### config.mk
export PLATFORM = sky130hd
export DESIGN_NAME = sar_adc_control
export DESIGN_NICKNAME = d
export VERILOG_FILES = /design/src/pkg/sar_adc_pkg.sv /design/src/pkg/conv_if.sv /design/src/logic/conv_timer.sv /design/src/logic/sar_adc_control.sv /design/src/logic/sar_register.sv
export VERILOG_INCLUDE_DIRS = /design/src /design/src/pkg
export SDC_FILE = /design/constraint.sdc
export NUM_CORES = 1
export LEC_CHECK = 0
export BUFFER_PORTS_ARGS = -buffer_cell sky130_fd_sc_hd__buf_2
export CAP_MARGIN = 20
export CORE_ASPECT_RATIO = 1.4
export CORE_MARGIN = 2
export CORE_UTILIZATION = 55
export CTS_BUF_LIST = sky130_fd_sc_hd__clkbuf_16
export DETAILED_ROUTE_END_ITERATION = 12
export HOLD_SLACK_MARGIN = 0.05
export PLACE_DENSITY = 0.85
export SLEW_MARGIN = 20
export SYNTH_ARGS = -nofsm -noshare
export SYNTH_HDL_FRONTEND = slang
export SYNTH_SLANG_ARGS = --single-unit
### constraint.sdc
create_clock -name pclk -period 8.6 [get_ports pclk]
set_clock_uncertainty 0.2 [all_clocks]
set_input_delay 1.72 -clock pclk [delete_from_list [all_inputs] [get_ports pclk]]
set_output_delay 1.72 -clock pclk [all_outputs]
set_load 0.03 [all_outputs]
### src/pkg/sar_adc_defs.svh
// Register map, field positions, reset values and conversion timing
`ifndef SAR_ADC_DEFS_SVH
`define SAR_ADC_DEFS_SVH

// ==========================================================
// Register indices (byte address is four times the index)
`define IDX_CONV_CONTROL_ONE 10'h00e
`define IDX_CONV_CONTROL_TWO 10'h00f
`define IDX_RESULT_LOW_AND_STATUS 10'h020
`define IDX_RESULT_HIGH 10'h021

// ==========================================================
// Field positions
`define POS_START 7
`define POS_MODE_HI 6
`define POS_MODE_LO 5
`define POS_GATE 4
`define POS_LADDER 5
`define POS_FIXED_ONE 4
`define POS_ACK_HI 3
`define POS_ACK_LO 1
`define POS_FIXED_ZERO 0
`define POS_EOC 5
`define POS_BUSY 4

// ==========================================================
// Reset values
`define RESET_CONTROL_ONE 8'h10
`define RESET_CONTROL_TWO 8'h00
`define RESET_GATE 1'b1
`define RESET_RESULT 10'h000

// ==========================================================
// Conversion time codes and oscillator clock counts
`define ACK_39 3'h0
`define ACK_78 3'h2
`define ACK_156 3'h3
`define ACK_312 3'h4
`define ACK_624 3'h5
`define ACK_1248 3'h6
`define CONV_CLOCKS_39 11'h027
`define CONV_CLOCKS_78 11'h04e
`define CONV_CLOCKS_156 11'h09c
`define CONV_CLOCKS_312 11'h138
`define CONV_CLOCKS_624 11'h270
`define CONV_CLOCKS_1248 11'h4e0
// Bit-decision step: one thirteenth of the conversion time
`define STEP_DIVISOR 11'h00d
`define CHANNEL_COUNT 6

`endif

### src/pkg/sar_adc_pkg.sv
// Types shared by the converter control modules
package sar_adc_pkg;

	typedef enum logic [1:0] {
		MODE_DISABLED = 2'h0,
		MODE_SINGLE = 2'h1,
		MODE_RESERVED = 2'h2,
		MODE_REPEAT = 2'h3
	} mode_type;

	typedef enum logic [2:0] {
		ST_IDLE = 3'h1,
		ST_SAMPLING = 3'h2,
		ST_APPROX = 3'h4
	} ctrl_state_type;

	typedef struct packed {
		ctrl_state_type state;
		logic start;
		mode_type mode;
		logic gate;
		logic [3:0] channel;
		logic ladder;
		logic fixed_one;
		logic [2:0] ack;
		logic fixed_zero;
		logic [9:0] result;
		logic eoc;
		logic irq;
		logic [31:0] prdata;
		logic pready;
		logic pslverr;
		logic [5:0] route;
		logic sample_hold;
		logic ladder_out;
	} ctrl_regs_type;

	typedef struct packed {
		logic run;
		logic [10:0] rem;
		logic [6:0] scnt;
	} timer_regs_type;

	typedef struct packed {
		logic sync_first;
		logic sync_second;
		logic [9:0] code;
		logic [9:0] mask;
		logic done;
	} sar_regs_type;

endpackage

### src/pkg/conv_if.sv
// Signals between the control, the cycle timer and the approximation register
interface conv_if;
	logic start;
	logic abort;
	logic [10:0] total;
	logic [6:0] step;
	logic sampling;
	logic step_end;
	logic sar_done;
	logic [9:0] code;

	modport ctrl (output start, abort, total, step,
		input sampling, sar_done, code);
	modport timer (input start, abort, total, step,
		output sampling, step_end);
	modport sar (input start, abort, step_end,
		output sar_done, code);
endinterface

### src/logic/conv_timer.sv
// Conversion cycle counter: sampling phase, then ten equal bit steps
module conv_timer
	import sar_adc_pkg::*;
(
	// Clock and reset
	input wire logic pclk,
	input wire logic presetn,
	// Sequencing
	conv_if.timer cv
);

	timer_regs_type state_reg;
	timer_regs_type state_next;
	logic [10:0] ten_steps;

	assign ten_steps = 11'(cv.step) * 11'h00a;
	assign cv.sampling = state_reg.run && (state_reg.rem >= ten_steps);
	assign cv.step_end = state_reg.run && !cv.sampling
		&& (state_reg.scnt == 7'h00);

	always_comb begin
		state_next = state_reg;
		if (cv.start) begin
			// Two clocks are spent outside the counter: load and result commit
			state_next.run = 1'b1;
			state_next.rem = cv.total - 11'h002;
			state_next.scnt = cv.step - 7'h01;
		end else if (cv.abort) begin
			state_next.run = 1'b0;
		end else if (state_reg.run) begin
			if (state_reg.rem == 11'h000) begin
				state_next.run = 1'b0;
			end else begin
				state_next.rem = state_reg.rem - 11'h001;
			end
			if (!cv.sampling) begin
				if (state_reg.scnt == 7'h00) begin
					state_next.scnt = cv.step - 7'h01;
				end else begin
					state_next.scnt = state_reg.scnt - 7'h01;
				end
			end
		end
	end

	always_ff @(posedge pclk or negedge presetn) begin
		if (!presetn) begin
			state_reg <= '0;
		end else begin
			state_reg <= state_next;
		end
	end

endmodule

### src/logic/sar_adc_control.sv
// Converter control: register file, sequencing, result and status
//
// Decided for this implementation: the APB interface to the registers.
`include "sar_adc_defs.svh"

module sar_adc_control
	import sar_adc_pkg::*;
#(
	parameter int ADDR_WIDTH = 12,
	parameter int RESULT_BITS = 10
)(
	// Clock and reset
	input wire logic pclk,
	input wire logic presetn,
	// APB slave
	input wire logic psel,
	input wire logic penable,
	input wire logic pwrite,
	input wire logic [ADDR_WIDTH-1:0] paddr,
	input wire logic [31:0] pwdata,
	output logic [31:0] prdata,
	output logic pready,
	output logic pslverr,
	// Standby requests from the power manager, same clock
	input wire logic stop_mode,
	input wire logic slow_mode,
	input wire logic sleep_mode,
	// Analog front end
	input wire logic comp_above,
	output logic [9:0] dac_code,
	output logic sample_hold,
	output logic ladder_connect,
	output logic analog_input_gate,
	output logic [5:0] channel_enable,
	// Completion event
	output logic conversion_done_irq
);

	// ==========================================================
	// Parameter checks
	if (ADDR_WIDTH < 8 || ADDR_WIDTH > 32) begin : g_bad_addr
		$error("ADDR_WIDTH must lie between 8 and 32");
	end
	if (RESULT_BITS != 10) begin : g_bad_bits
		$error("RESULT_BITS must be 10");
	end
	if (`CHANNEL_COUNT != 6) begin : g_bad_route
		$error("Channel count must match the six input enables");
	end

	// ==========================================================
	// Declarations
	ctrl_regs_type state_reg;
	ctrl_regs_type state_next;
	conv_if cv();
	logic [9:0] index;
	logic [5:0] route_sel;
	logic standby;
	logic wr_done;
	logic rd_done;
	logic [10:0] total_sel;
	logic wr_one;
	logic rd_high;
	logic gate_new;
	logic [3:0] channel_new;

	assign index = 10'(paddr[ADDR_WIDTH-1:2]);
	assign standby = stop_mode || slow_mode || sleep_mode;
	assign wr_done = psel && penable && pwrite && state_reg.pready;
	assign rd_done = psel && penable && !pwrite && state_reg.pready;
	assign wr_one = wr_done && !standby
		&& (index == `IDX_CONV_CONTROL_ONE);
	assign rd_high = rd_done && (index == `IDX_RESULT_HIGH);

	// ==========================================================
	// Submodules
	conv_timer u_timer (
		.pclk(pclk),
		.presetn(presetn),
		.cv(cv.timer)
	);

	sar_register u_sar (
		.pclk(pclk),
		.presetn(presetn),
		.comp_above(comp_above),
		.cv(cv.sar)
	);

	// ==========================================================
	// Conversion time lookup
	always_comb begin
		case (state_reg.ack)
			`ACK_39: total_sel = `CONV_CLOCKS_39;
			`ACK_78: total_sel = `CONV_CLOCKS_78;
			`ACK_156: total_sel = `CONV_CLOCKS_156;
			`ACK_312: total_sel = `CONV_CLOCKS_312;
			`ACK_624: total_sel = `CONV_CLOCKS_624;
			// Reserved codes fall back to the slowest, safest time
			default: total_sel = `CONV_CLOCKS_1248;
		endcase
	end

	assign cv.total = total_sel;
	assign cv.step = 7'(total_sel / `STEP_DIVISOR);

	// ==========================================================
	// Gate and channel as they stand after this edge
	// Routing from these keeps the enables and the gate pin in step
	always_comb begin
		gate_new = state_reg.gate;
		channel_new = state_reg.channel;
		if (standby) begin
			gate_new = `RESET_GATE;
			channel_new = 4'(`RESET_CONTROL_ONE);
		end else if (wr_one) begin
			gate_new = pwdata[`POS_GATE];
			channel_new = pwdata[3:0];
		end
	end

	// ==========================================================
	// Channel routing, one enable per analog input
	for (genvar i = 0; i < `CHANNEL_COUNT; i++) begin : g_route
		// Reserved codes match no input and leave all inputs open
		assign route_sel[i] = !gate_new
			&& (channel_new == 4'(i));
	end

	// ==========================================================
	// Register file and sequencing
	always_comb begin
		logic go;
		logic stop_conv;
		logic active;
		logic [7:0] reset_one;
		go = 1'b0;
		stop_conv = 1'b0;
		active = (state_reg.state != ST_IDLE);
		reset_one = `RESET_CONTROL_ONE;
		state_next = state_reg;
		state_next.irq = 1'b0;
		state_next.pready = 1'b0;
		state_next.pslverr = 1'b0;

		// Bus answer: one wait cycle, so read data comes from a flop
		if (psel && penable && !state_reg.pready) begin
			state_next.pready = 1'b1;
			state_next.prdata = 32'h0000_0000;
			if (index == `IDX_CONV_CONTROL_ONE) begin
				state_next.prdata[7:0] = {state_reg.start,
					state_reg.mode, state_reg.gate, state_reg.channel};
			end else if (index == `IDX_CONV_CONTROL_TWO) begin
				// Upper two bits have no storage and read as zero
				state_next.prdata[7:0] = {2'h0, state_reg.ladder,
					state_reg.fixed_one, state_reg.ack,
					state_reg.fixed_zero};
			end else if (index == `IDX_RESULT_LOW_AND_STATUS) begin
				// Low nibble is not meaningful and reads as zero here
				state_next.prdata[7:0] = {state_reg.result[1:0],
					state_reg.eoc, active, 4'h0};
			end else if (index == `IDX_RESULT_HIGH) begin
				state_next.prdata[7:0] = state_reg.result[9:2];
			end else begin
				state_next.pslverr = 1'b1;
			end
		end

		// Writes; the standby block keeps the controls at reset
		if (wr_done && !standby) begin
			if (index == `IDX_CONV_CONTROL_ONE) begin
				state_next.start = pwdata[`POS_START];
				state_next.mode = mode_type'(
					pwdata[`POS_MODE_HI:`POS_MODE_LO]);
				state_next.gate = pwdata[`POS_GATE];
				state_next.channel = pwdata[3:0];
			end else if (index == `IDX_CONV_CONTROL_TWO) begin
				state_next.ladder = pwdata[`POS_LADDER];
				state_next.fixed_one = pwdata[`POS_FIXED_ONE];
				state_next.ack = pwdata[`POS_ACK_HI:`POS_ACK_LO];
				state_next.fixed_zero = pwdata[`POS_FIXED_ZERO];
			end
		end

		// End flag clear by the result read; a completion below wins
		if (rd_high) begin
			state_next.eoc = 1'b0;
		end

		case (state_reg.state)
			ST_IDLE: begin
				// A start written while busy waits here until idle
				if (state_reg.start) begin
					state_next.start = 1'b0;
					if (state_reg.mode == MODE_SINGLE
						|| state_reg.mode == MODE_REPEAT) begin
						go = 1'b1;
						state_next.state = ST_SAMPLING;
					end
				end
			end
			ST_SAMPLING: begin
				if (!cv.sampling) begin
					state_next.state = ST_APPROX;
				end
			end
			ST_APPROX: begin
				if (cv.sar_done) begin
					state_next.result = cv.code;
					state_next.eoc = 1'b1;
					state_next.irq = 1'b1;
					if (state_reg.mode == MODE_REPEAT) begin
						go = 1'b1;
						state_next.state = ST_SAMPLING;
					end else begin
						state_next.state = ST_IDLE;
					end
				end
			end
			default: begin
				state_next.state = ST_IDLE;
			end
		endcase

		// Disabling mid-conversion drops the partial result
		if (active && (state_reg.mode == MODE_DISABLED
			|| state_reg.mode == MODE_RESERVED)) begin
			stop_conv = 1'b1;
		end

		if (stop_conv) begin
			go = 1'b0;
			state_next.state = ST_IDLE;
			state_next.result = state_reg.result;
			state_next.eoc = state_reg.eoc && state_next.eoc;
			state_next.irq = 1'b0;
		end

		// Standby: abort, reinitialise controls, lose the result
		if (standby) begin
			go = 1'b0;
			stop_conv = active;
			state_next.state = ST_IDLE;
			state_next.irq = 1'b0;
			state_next.start = reset_one[`POS_START];
			state_next.mode = mode_type'(
				reset_one[`POS_MODE_HI:`POS_MODE_LO]);
			state_next.gate = reset_one[`POS_GATE];
			state_next.channel = reset_one[3:0];
			{state_next.ladder, state_next.fixed_one,
				state_next.ack, state_next.fixed_zero} =
				6'(`RESET_CONTROL_TWO);
			state_next.result = `RESET_RESULT;
			state_next.eoc = 1'b0;
		end

		cv.start = go;
		cv.abort = stop_conv;

		// Analog controls, registered so every pin comes from a flop
		state_next.route = route_sel;
		state_next.sample_hold = (state_next.state == ST_SAMPLING);
		// New ladder bit, so standby drops the ladder on its first edge
		state_next.ladder_out = state_next.ladder
			|| (state_next.state != ST_IDLE);
	end

	always_ff @(posedge pclk or negedge presetn) begin
		if (!presetn) begin
			state_reg <= '0;
			state_reg.state <= ST_IDLE;
			state_reg.gate <= `RESET_GATE;
		end else begin
			state_reg <= state_next;
		end
	end

	// ==========================================================
	// Outputs
	assign prdata = state_reg.prdata;
	assign pready = state_reg.pready;
	assign pslverr = state_reg.pslverr;
	assign dac_code = cv.code;
	assign sample_hold = state_reg.sample_hold;
	assign ladder_connect = state_reg.ladder_out;
	assign analog_input_gate = state_reg.gate;
	assign channel_enable = state_reg.route;
	assign conversion_done_irq = state_reg.irq;

endmodule

### src/logic/sar_register.sv
// Successive approximation register with comparator synchroniser
module sar_register
	import sar_adc_pkg::*;
(
	// Clock and reset
	input wire logic pclk,
	input wire logic presetn,
	// Analog comparator, high when input is above the trial level
	input wire logic comp_above,
	// Sequencing
	conv_if.sar cv
);

	sar_regs_type state_reg;
	sar_regs_type state_next;

	assign cv.code = state_reg.code;
	assign cv.sar_done = state_reg.done;

	always_comb begin
		state_next = state_reg;
		state_next.sync_first = comp_above;
		state_next.sync_second = state_reg.sync_first;
		state_next.done = 1'b0;
		if (cv.start) begin
			state_next.code = 10'h200;
			state_next.mask = 10'h200;
		end else if (cv.abort) begin
			state_next.mask = 10'h000;
		end else if (cv.step_end && (state_reg.mask != 10'h000)) begin
			// Keep the trial bit when the input sits above the ladder
			if (!state_reg.sync_second) begin
				state_next.code = state_reg.code & ~state_reg.mask;
			end
			state_next.code = state_next.code | (state_reg.mask >> 1);
			state_next.mask = state_reg.mask >> 1;
			state_next.done = (state_reg.mask == 10'h001);
		end
	end

	always_ff @(posedge pclk or negedge presetn) begin
		if (!presetn) begin
			state_reg <= '0;
		end else begin
			state_reg <= state_next;
		end
	end

endmodule

==> results.json, run 1 <==
{
  "die_w_um": 91.9,
  "status": "complete, no violations",
  "grt_overflow_total": 0,
  "ys_top_cells_by_area": "dfrtp_1, buf_4, ha_1",
  "yosysWarnings": 0,
  "drtPass1Iterations": 5,
  "timing.final.crit_share": 0.868,
  "place_inst": 811,
  "fin_hold_ws_ps": 158,
  "dieArea_mm2": 0.0117,
  "seq_area_frac_synth": 0.375,
  "synth.most_common_cell": "dfrtp_1",
  "cts_setup_buffers": 0,
  "diodes": 0,
  "ant_nets": 0,
  "path_clk_slew_ps": 70,
  "synth_area_mm2": 0.00595,
  "hold_viol_final": 0,
  "power_leakage_nw": 2.88,
  "worst_pin_slew_ps": 993,
  "setup_viol": 0,
  "cp_common_cell": "ha_1",
  "arrival_ps": 7500,
  "critical_path_required_ps": 8630,
  "wl_per_cell_um": 18.0,
  "yosys.area.top_type_share": 0.366,
  "nNetsFinal": 765,
  "cts_buffers": 9,
  "synthDistinctLibCells": 84,
  "yosysTopAreaCell": "dfrtp_1",
  "place.gp.congestion": 0.894,
  "fillers": 864,
  "drc": 0,
  "fmax_ghz": 0.134,
  "drv_cap": 0,
  "largest_reg_flops": 27,
  "ys_ff_latch": 89,
  "track_usage": 0.261,
  "ir_worst_vdd_mv": 0.138,
  "cts_buffer_depth": 2,
  "ios": 107,
  "crit_fanout": 25,
  "multi_input_area_mm2": 0.00318,
  "cts_root_buf": "clkbuf_16",
  "setup_tns_ps": 0,
  "startpoint_type": "flop",
  "crit_path_cell_trace": "or2_1 -> ha_1 -> nor2b_2 -> o211ai_2 -> and3_1 -> o221ai_2 -> nand2_1 -> or3_4 -> clkinv_4 -> and2b_1 -> ha_1 -> a2111oi_0 -> o21ai_0 -> a22oi_1 -> ha_1 -> o2111a_1 -> a21oi_1 -> o21ai_1 -> nor3_1 -> buf_4 -> and3_1 -> nand2_1 -> o22a_1",
  "async_flop_share": 1.00,
  "holdBufCountCts": 0,
  "cts.sinks": 89,
  "grt_max_degree": 69,
  "power_density_mw_per_mm2": 197,
  "layout.cells.non_filler": 827,
  "synth_edf_count": 0,
  "grt_pass1_wl_um": 24400,
  "fp-row-count": 44,
  "rsz0062_at_grt": "no",
  "clock_latency_ps": 350,
  "cts_tree": "yes",
  "synthTopCellsByCount": "dfrtp_1, nor2_1, nand2_1, buf_4, o21ai_0",
  "crit_path_max_incr_delay_ps": 910,
  "finalCriticalPeriod_ps": 7470,
  "register_area_mm2": 0.00223,
  "first_iter_violations": 420,
  "hold_class": "flop to flop",
  "slew_headroom": 0.336,
  "slew_violations": 0,
  "synth.avg_cell_area_um2": 8.87,
  "synthesis.instances": 670,
  "areaGrowthSynthToFinish_pct": 6.19,
  "wirelength_um": 14900,
  "end_kind": "flop",
  "vias": 5143,
  "slowest_stage": "dfrtp_1",
  "cts_max_level": 3,
  "drive_gt1_frac": 0.157,
  "initial_utilization": 0.568,
  "die_height_um": 127,
  "dp_hpwl_um": 11200,
  "criticalPathCategory": "flop to flop",
  "coreArea_mm2": 0.0105,
  "antenna_found_initial": 0,
  "ctsResizeCount": 0,
  "drt-vias-per-instance": 6.22,
  "portBuffers": 56,
  "ys.flop_type": "dfrtp_1",
  "grt_pass1_vias": 5132
}
## area by class of cell
class / count / share of cell area
inverter: 23 / 0.0145
tap: 138 / 0.0273
multi-input combinational: 499 / 0.504
clock buffer: 9 / 0.0357
sequential: 89 / 0.353
timing repair buffer: 62 / 0.0519
clock inverter: 7 / 0.0133
## worst max-delay path: cells and delay by family, from the launching register on
kind	cells	cell delay [ps]
AND/OR/NAND/NOR	9	2750
adder cells (fa/ha/maj)	3	760
AO/OA/AOI/OAI	9	2380
flip-flops	1	910
buffers and inverters	2	350
## metrics by stage
stage / instance area (um^2) / power, mW / util / setup slack (ps)
2_1_floorplan: 6030 / 0.778 / - / 2240
3_3_place_gp: 6000 / 0.819 / 0.574 / 1500
3_5_place_dp: 6000 / 0.839 / 0.574 / 1340
4_1_cts: 6310 / 1.24 / 0.604 / 1320
5_1_grt: 6310 / 1.30 / 0.604 / 676
6_report: 6310 / 1.25 / 0.604 / 1130
## cell families after synthesis
family,Yosys count,synth area share
AND/OR/NAND/NOR,234,0.197
adder cells (fa/ha/maj),28,0.0602
buffers and inverters,105,0.104
other,1,0.000631
flip-flops,89,0.375
XOR/XNOR,7,0.0128
multiplexers,30,0.0505
AO/OA/AOI/OAI,176,0.199
## metal layers
metal  GRT usage  part of all wire  vias to the layer above
met3      0.0537             0.062                       58
met1       0.282              0.36                     2449
met2       0.463              0.53                      254
met5           0                 0                        -
met4       0.162             0.053                        0
li1            -                 -                     2382
## placed cells by master (no fill, tap or decap), types with 4 or more instances in the layout
master	n
dfrtp_1	87
nor2_1	66
nand2_1	65
buf_2	55
o21ai_0	53
a21oi_1	36
mux2i_1	30
ha_1	27
nor3_1	24
conb_1	24
inv_1	21
a31oi_1	10
nor4_1	10
a32o_1	9
clkbuf_16	9
nand3_1	8
nor2b_1	7
nand2b_1	7
and3_1	7
or3_1	7
buf_4	7
a22oi_1	6
a211oi_1	5
o22ai_1	5
a22o_1	5
or2_2	4
a21o_1	4
o31ai_1	4
## power by group
part / internal [mW] / switching [mW] / leakage, nW
sequential: 0.476 / 0.0671 / 1.17
clock: 0.230 / 0.176 / 0.149
combinational: 0.106 / 0.190 / 1.56
## worst paths after layout
check	from	slack (ps)	depth (start not counted)	to
setup / recovery	state_reg[55]	1130	23	u_sar.cv.code[9]
hold / removal	u_sar.state_next[21]	160	0	u_sar.state_reg[21]
setup reg to reg	state_reg[55]	1130	23	u_sar.cv.code[9]
hold reg to reg	u_sar.state_next[21]	160	0	u_sar.state_reg[21]
max in group asynchronous	presetn	6030	2	prdata[7]
min in group asynchronous	presetn	1040	1	channel_enable[5]
Power figures use the tool's default switching activity.
==> run 2, diff against run 1 <==
--- a/config.mk
+++ b/config.mk
@@ -9,12 +9,12 @@
 export BUFFER_PORTS_ARGS = -buffer_cell sky130_fd_sc_hd__buf_2
 export CAP_MARGIN = 20
 export CORE_ASPECT_RATIO = 1.4
-export CORE_MARGIN = 2
 export CORE_UTILIZATION = 55
 export CTS_BUF_LIST = sky130_fd_sc_hd__clkbuf_16
 export DETAILED_ROUTE_END_ITERATION = 12
 export HOLD_SLACK_MARGIN = 0.05
-export PLACE_DENSITY = 0.85
+export PLACE_DENSITY = 0.79
+export SETUP_SLACK_MARGIN = 0.4
 export SLEW_MARGIN = 20
 export SYNTH_ARGS = -nofsm -noshare
 export SYNTH_HDL_FRONTEND = slang
==> results.json, run 2 (synthesis gave the netlist of run 1 again) <==
{
  "wl_met1_um": 5590,
  "wl_per_cell_um": 17.6,
  "crit_path_max_incr_delay_ps": 690,
  "critical_path_required_ps": 8620,
  "die_height_um": 125,
  "layout.cells.non_filler": 826,
  "areaGrowthSynthToFinish_pct": 7.13,
  "hold_viol_final": 0,
  "path_clk_slew_ps": 60,
  "dieArea_mm2": 0.0112,
  "drc": 0,
  "multi_input_area_mm2": 0.00319,
  "cts_buffer_depth": 2,
  "rsz0062_at_grt": "no",
  "initial_utilization": 0.568,
  "grt_pass1_wl_um": 23800,
  "ir_worst_vdd_mv": 0.226,
  "grt_max_degree": 90,
  "status": "complete, no violations",
  "crit_buf_inv": 2,
  "dp_hpwl_um": 10700,
  "register_area_mm2": 0.00223,
  "drtPass1Iterations": 5,
  "first_iter_violations": 384,
  "wirelength_um": 14500,
  "layout_commonest_cell": "dfrtp_1",
  "crit_fanout": 26,
  "slew_headroom": 0.304,
  "cts.sinks": 89,
  "final_cell_mix": "dfrtp_1, nor2_1, nand2_1, buf_2, o21ai_0",
  "fmax_ghz": 0.135,
  "hold_class": "flop to flop",
  "worst_pin_slew_ps": 1040,
  "stdcell_area_mm2": 0.00637,
  "arrival_ps": 7450,
  "place_area_mm2": 0.00600,
  "cp_common_cell": "ha_1",
  "cts_root_buf": "clkbuf_16",
  "cts_buffers": 9,
  "wl_met2_um": 7530,
  "vias": 5086,
  "finalCriticalPeriod_ps": 7430,
  "fin_hold_ws_ps": 154,
  "nNetsFinal": 764,
  "dp_slack_ps": 1000,
  "cts_setup_buffers": 0,
  "largest_reg_flops": 27,
  "power_mw": 1.31,
  "drive_gt1_frac": 0.157,
  "slew_violations": 0,
  "fin_util": 0.609,
  "cts_tree": "yes",
  "fillers": 919,
  "power_leakage_nw": 2.91,
  "startpoint_type": "flop",
  "criticalPathCategory": "flop to flop",
  "clock_latency_ps": 340,
  "topRoutingLayerUsed": "met4",
  "slowest_stage": "dfrtp_2",
  "antenna_found_initial": 0,
  "fp-row-count": 44,
  "die_w_um": 89.9,
  "wl_met3_um": 685,
  "ant_nets": 0,
  "ios": 107,
  "portBuffers": 56,
  "setup_tns_ps": 0,
  "coreArea_mm2": 0.0105,
  "timing.final.ws_setup_ps": 1170,
  "place.gp.congestion": 0.920,
  "grt_overflow_total": 0,
  "track_usage": 0.266,
  "timing.final.crit_share": 0.864,
  "end_kind": "flop",
  "power_density_mw_per_mm2": 206,
  "grt_pass1_vias": 4917,
  "cts_max_level": 3,
  "cp_top_family": "simple AND/OR/NAND/NOR gates",
  "diodes": 0,
  "place_inst": 810,
  "drv_cap": 0,
  "setup_viol": 0,
  "holdBufCountCts": 0,
  "drt-vias-per-instance": 6.16
}
## run 2: changes by cell type in the layout (fill, tap and decap cells not counted)
cell,delta
nor3_2,+1
bufinv_16,+3
buf_6,+1
nor3_1,-1
clkinv_4,-2
buf_4,-2
dfrtp_1,-2
a2111oi_0,-1
a2111oi_1,+1
inv_8,-1
inv_6,-2
dfrtp_2,+2
inv_1,+2
## run 2: timing repair
| action | CTS | global route |
|---|---|---|
| endpoints found under the hold margin | 0 | 0 |
| resized for setup | 0 | 3 |
| setup endpoints to repair | 0 | 9 |
## run 2: final timing paths
path / cells after the start / end / startpoint / slack, ps
min in group asynchronous: 1 / u_sar.state_reg[8] / presetn / 1250
setup reg to reg: 27 / u_sar.cv.code[0] / state_reg[56] / 1170
max in group asynchronous: 1 / state_reg[56] / presetn / 6370
hold / removal: 0 / u_sar.state_reg[21] / u_sar.state_next[21] / 150
setup / recovery: 27 / u_sar.cv.code[0] / state_reg[56] / 1170
hold reg to reg: 0 / u_sar.state_reg[21] / u_sar.state_next[21] / 150
## run 2: final cells by class
class                      instances  area share
clock buffer                       9      0.0354
clock inverter                     7      0.0212
inverter                          23      0.0143
multi-input combinational        499       0.501
sequential                        89       0.350
tap                              138      0.0271
timing repair buffer              61      0.0509
## run 2: routing by layer
layer  GRT usage  up-vias
li1            -     2377
met1       0.304     2466
met2       0.471      199
met3      0.0347       44
met4       0.161        0
met5           0        -
## run 2: where the power goes
group	leakage [nW]	switching, mW	total (mW)	internal, mW
logic	1.56	0.192	0.303	0.111
clock network	0.178	0.159	0.470	0.311
registers	1.17	0.0637	0.540	0.476
==> run 3, diff against run 2 <==
--- a/config.mk
+++ b/config.mk
@@ -10,7 +10,7 @@
 export CAP_MARGIN = 20
 export CORE_ASPECT_RATIO = 1.4
 export CORE_UTILIZATION = 55
-export CTS_BUF_LIST = sky130_fd_sc_hd__clkbuf_16
+export CTS_BUF_LIST = sky130_fd_sc_hd__clkbuf_4
 export DETAILED_ROUTE_END_ITERATION = 12
 export HOLD_SLACK_MARGIN = 0.05
 export PLACE_DENSITY = 0.79
==> results.json, run 3 (synthesis gave the netlist of run 1 again) <==
{
  "status": "complete, no violations",
  "arrival_ps": 7660,
  "wl_per_cell_um": 17.5,
  "final_cell_mix": "dfrtp_1, nor2_1, nand2_1, buf_2, o21ai_0",
  "clock_latency_ps": 450,
  "fin_util": 0.595,
  "criticalPathCategory": "flop to flop",
  "initial_utilization": 0.568,
  "crit_path_max_incr_delay_ps": 770,
  "place.gp.congestion": 0.920,
  "finalCriticalPeriod_ps": 7520,
  "register_area_mm2": 0.00223,
  "drv_cap": 0,
  "critical_path_required_ps": 8740,
  "dp_hpwl_um": 10700,
  "ant_nets": 0,
  "grt_overflow_total": 0,
  "r2r_start": "state_reg[55]",
  "multi_input_area_mm2": 0.00319,
  "startpoint_type": "flop",
  "cts_max_level": 3,
  "ctsResizeCount": 0,
  "hold_class": "flop to flop",
  "first_iter_violations": 432,
  "fp-row-count": 44,
  "drive_gt1_frac": 0.160,
  "grt_pass1_wl_um": 23600,
  "hold_viol_final": 0,
  "fmax_ghz": 0.133,
  "ios": 107,
  "drt-vias-per-instance": 6.13,
  "dieArea_mm2": 0.0112,
  "min_to": "u_sar.state_reg[21]",
  "worstHoldStart": "u_sar.state_next[21]",
  "largest_reg_flops": 27,
  "slew_violations": 0,
  "grt_max_degree": 90,
  "slew_headroom": 0.300,
  "die_w_um": 89.9,
  "antenna_found_initial": 1,
  "fillers": 933,
  "layout_commonest_cell": "dfrtp_1",
  "wirelength_um": 14500,
  "cts_root_buf": "clkbuf_4",
  "cts.sinks": 89,
  "slowest_stage": "a2111oi_0",
  "worst_pin_slew_ps": 1050,
  "rsz0062_at_grt": "no",
  "nNetsFinal": 764,
  "grt_pass1_vias": 4945,
  "path_clk_slew_ps": 140,
  "drtPass1Iterations": 6,
  "power_leakage_nw": 2.83,
  "r2r-end": "u_sar.cv.code[0]",
  "drc": 0,
  "reg2reg_setup_slack_ps": 1080,
  "track_usage": 0.263,
  "holdBufCountCts": 0,
  "cts_setup_buffers": 0,
  "vias": 5068,
  "areaGrowthSynthToFinish_pct": 4.63,
  "coreArea_mm2": 0.0105,
  "cts_buffers": 9,
  "reg2reg_depth": 25,
  "end_kind": "flop",
  "hold_depth": 0,
  "crit_fanout": 18,
  "die_height_um": 125,
  "ir_worst_vdd_mv": 0.260,
  "timing.final.crit_share": 0.875,
  "cts_buffer_depth": 2,
  "power_density_mw_per_mm2": 187,
  "setup_viol": 0,
  "cts_tree": "yes",
  "portBuffers": 56,
  "setup_tns_ps": 0
}
-- run 3: worst max-delay path by stage --
| stage | from | to | depth (start not counted) |
|---|---|---|---|
| 2_1_floorplan | state_reg[55] | u_sar.cv.code[0] | 25 |
| 3_3_place_gp | state_reg[56] | u_sar.cv.code[0] | 27 |
| 3_5_place_dp | state_reg[56] | u_sar.cv.code[0] | 25 |
| 4_1_cts | state_reg[56] | u_sar.cv.code[0] | 25 |
| 5_1_grt | state_reg[56] | u_sar.cv.code[0] | 25 |
| 6_report | state_reg[55] | u_sar.cv.code[0] | 25 |
-- run 3: metrics by stage --
stage | power [mW] | cells | area, um^2 | worst slack [ps] | hold WS, ps
3_3_place_gp | 0.830 | 810 | 6000 | 1140 | 135
5_1_grt | 1.23 | 827 | 6220 | 559 | 191
4_1_cts | 1.17 | 826 | 6210 | 964 | 181
6_report | 1.17 | 827 | 6220 | 1080 | 180
3_5_place_dp | 0.844 | 810 | 6000 | 1000 | 136
2_1_floorplan | 0.778 | 693 | 6030 | 2240 | 131
-- run 3: area by class of cell --
type                            count  share of cell area
Sequential cell                    89               0.359
Antenna cell                        1            0.000402
Clock inverter                      5              0.0205
Timing Repair Buffer               61              0.0521
Clock buffer                       11              0.0133
Multi-Input combinational cell    499               0.512
Inverter                           23              0.0147
Tap cell                          138              0.0278
-- run 3: metal layers --
layer,share of wire,track usage,routed length (um)
met5,0,0,0
met2,0.50,0.461,7290
met1,0.38,0.298,5550
met3,0.053,0.0444,759
met4,0.059,0.166,850
-- run 3: power by group --
group | switching (mW) | total [mW] | internal, mW
Sequential | 0.0631 | 0.538 | 0.475
Clock | 0.143 | 0.326 | 0.183
Combinational | 0.190 | 0.302 | 0.111
-- run 3: worst max-delay path, delay by kind of cell (launching register included) --
family,cells,cell delay (ps)
adders and majority gates,3,870
and+or+nand+nor,8,2330
DFF,1,530
buffers and inverters,4,780
AOI/OAI and AO/OA,10,2680
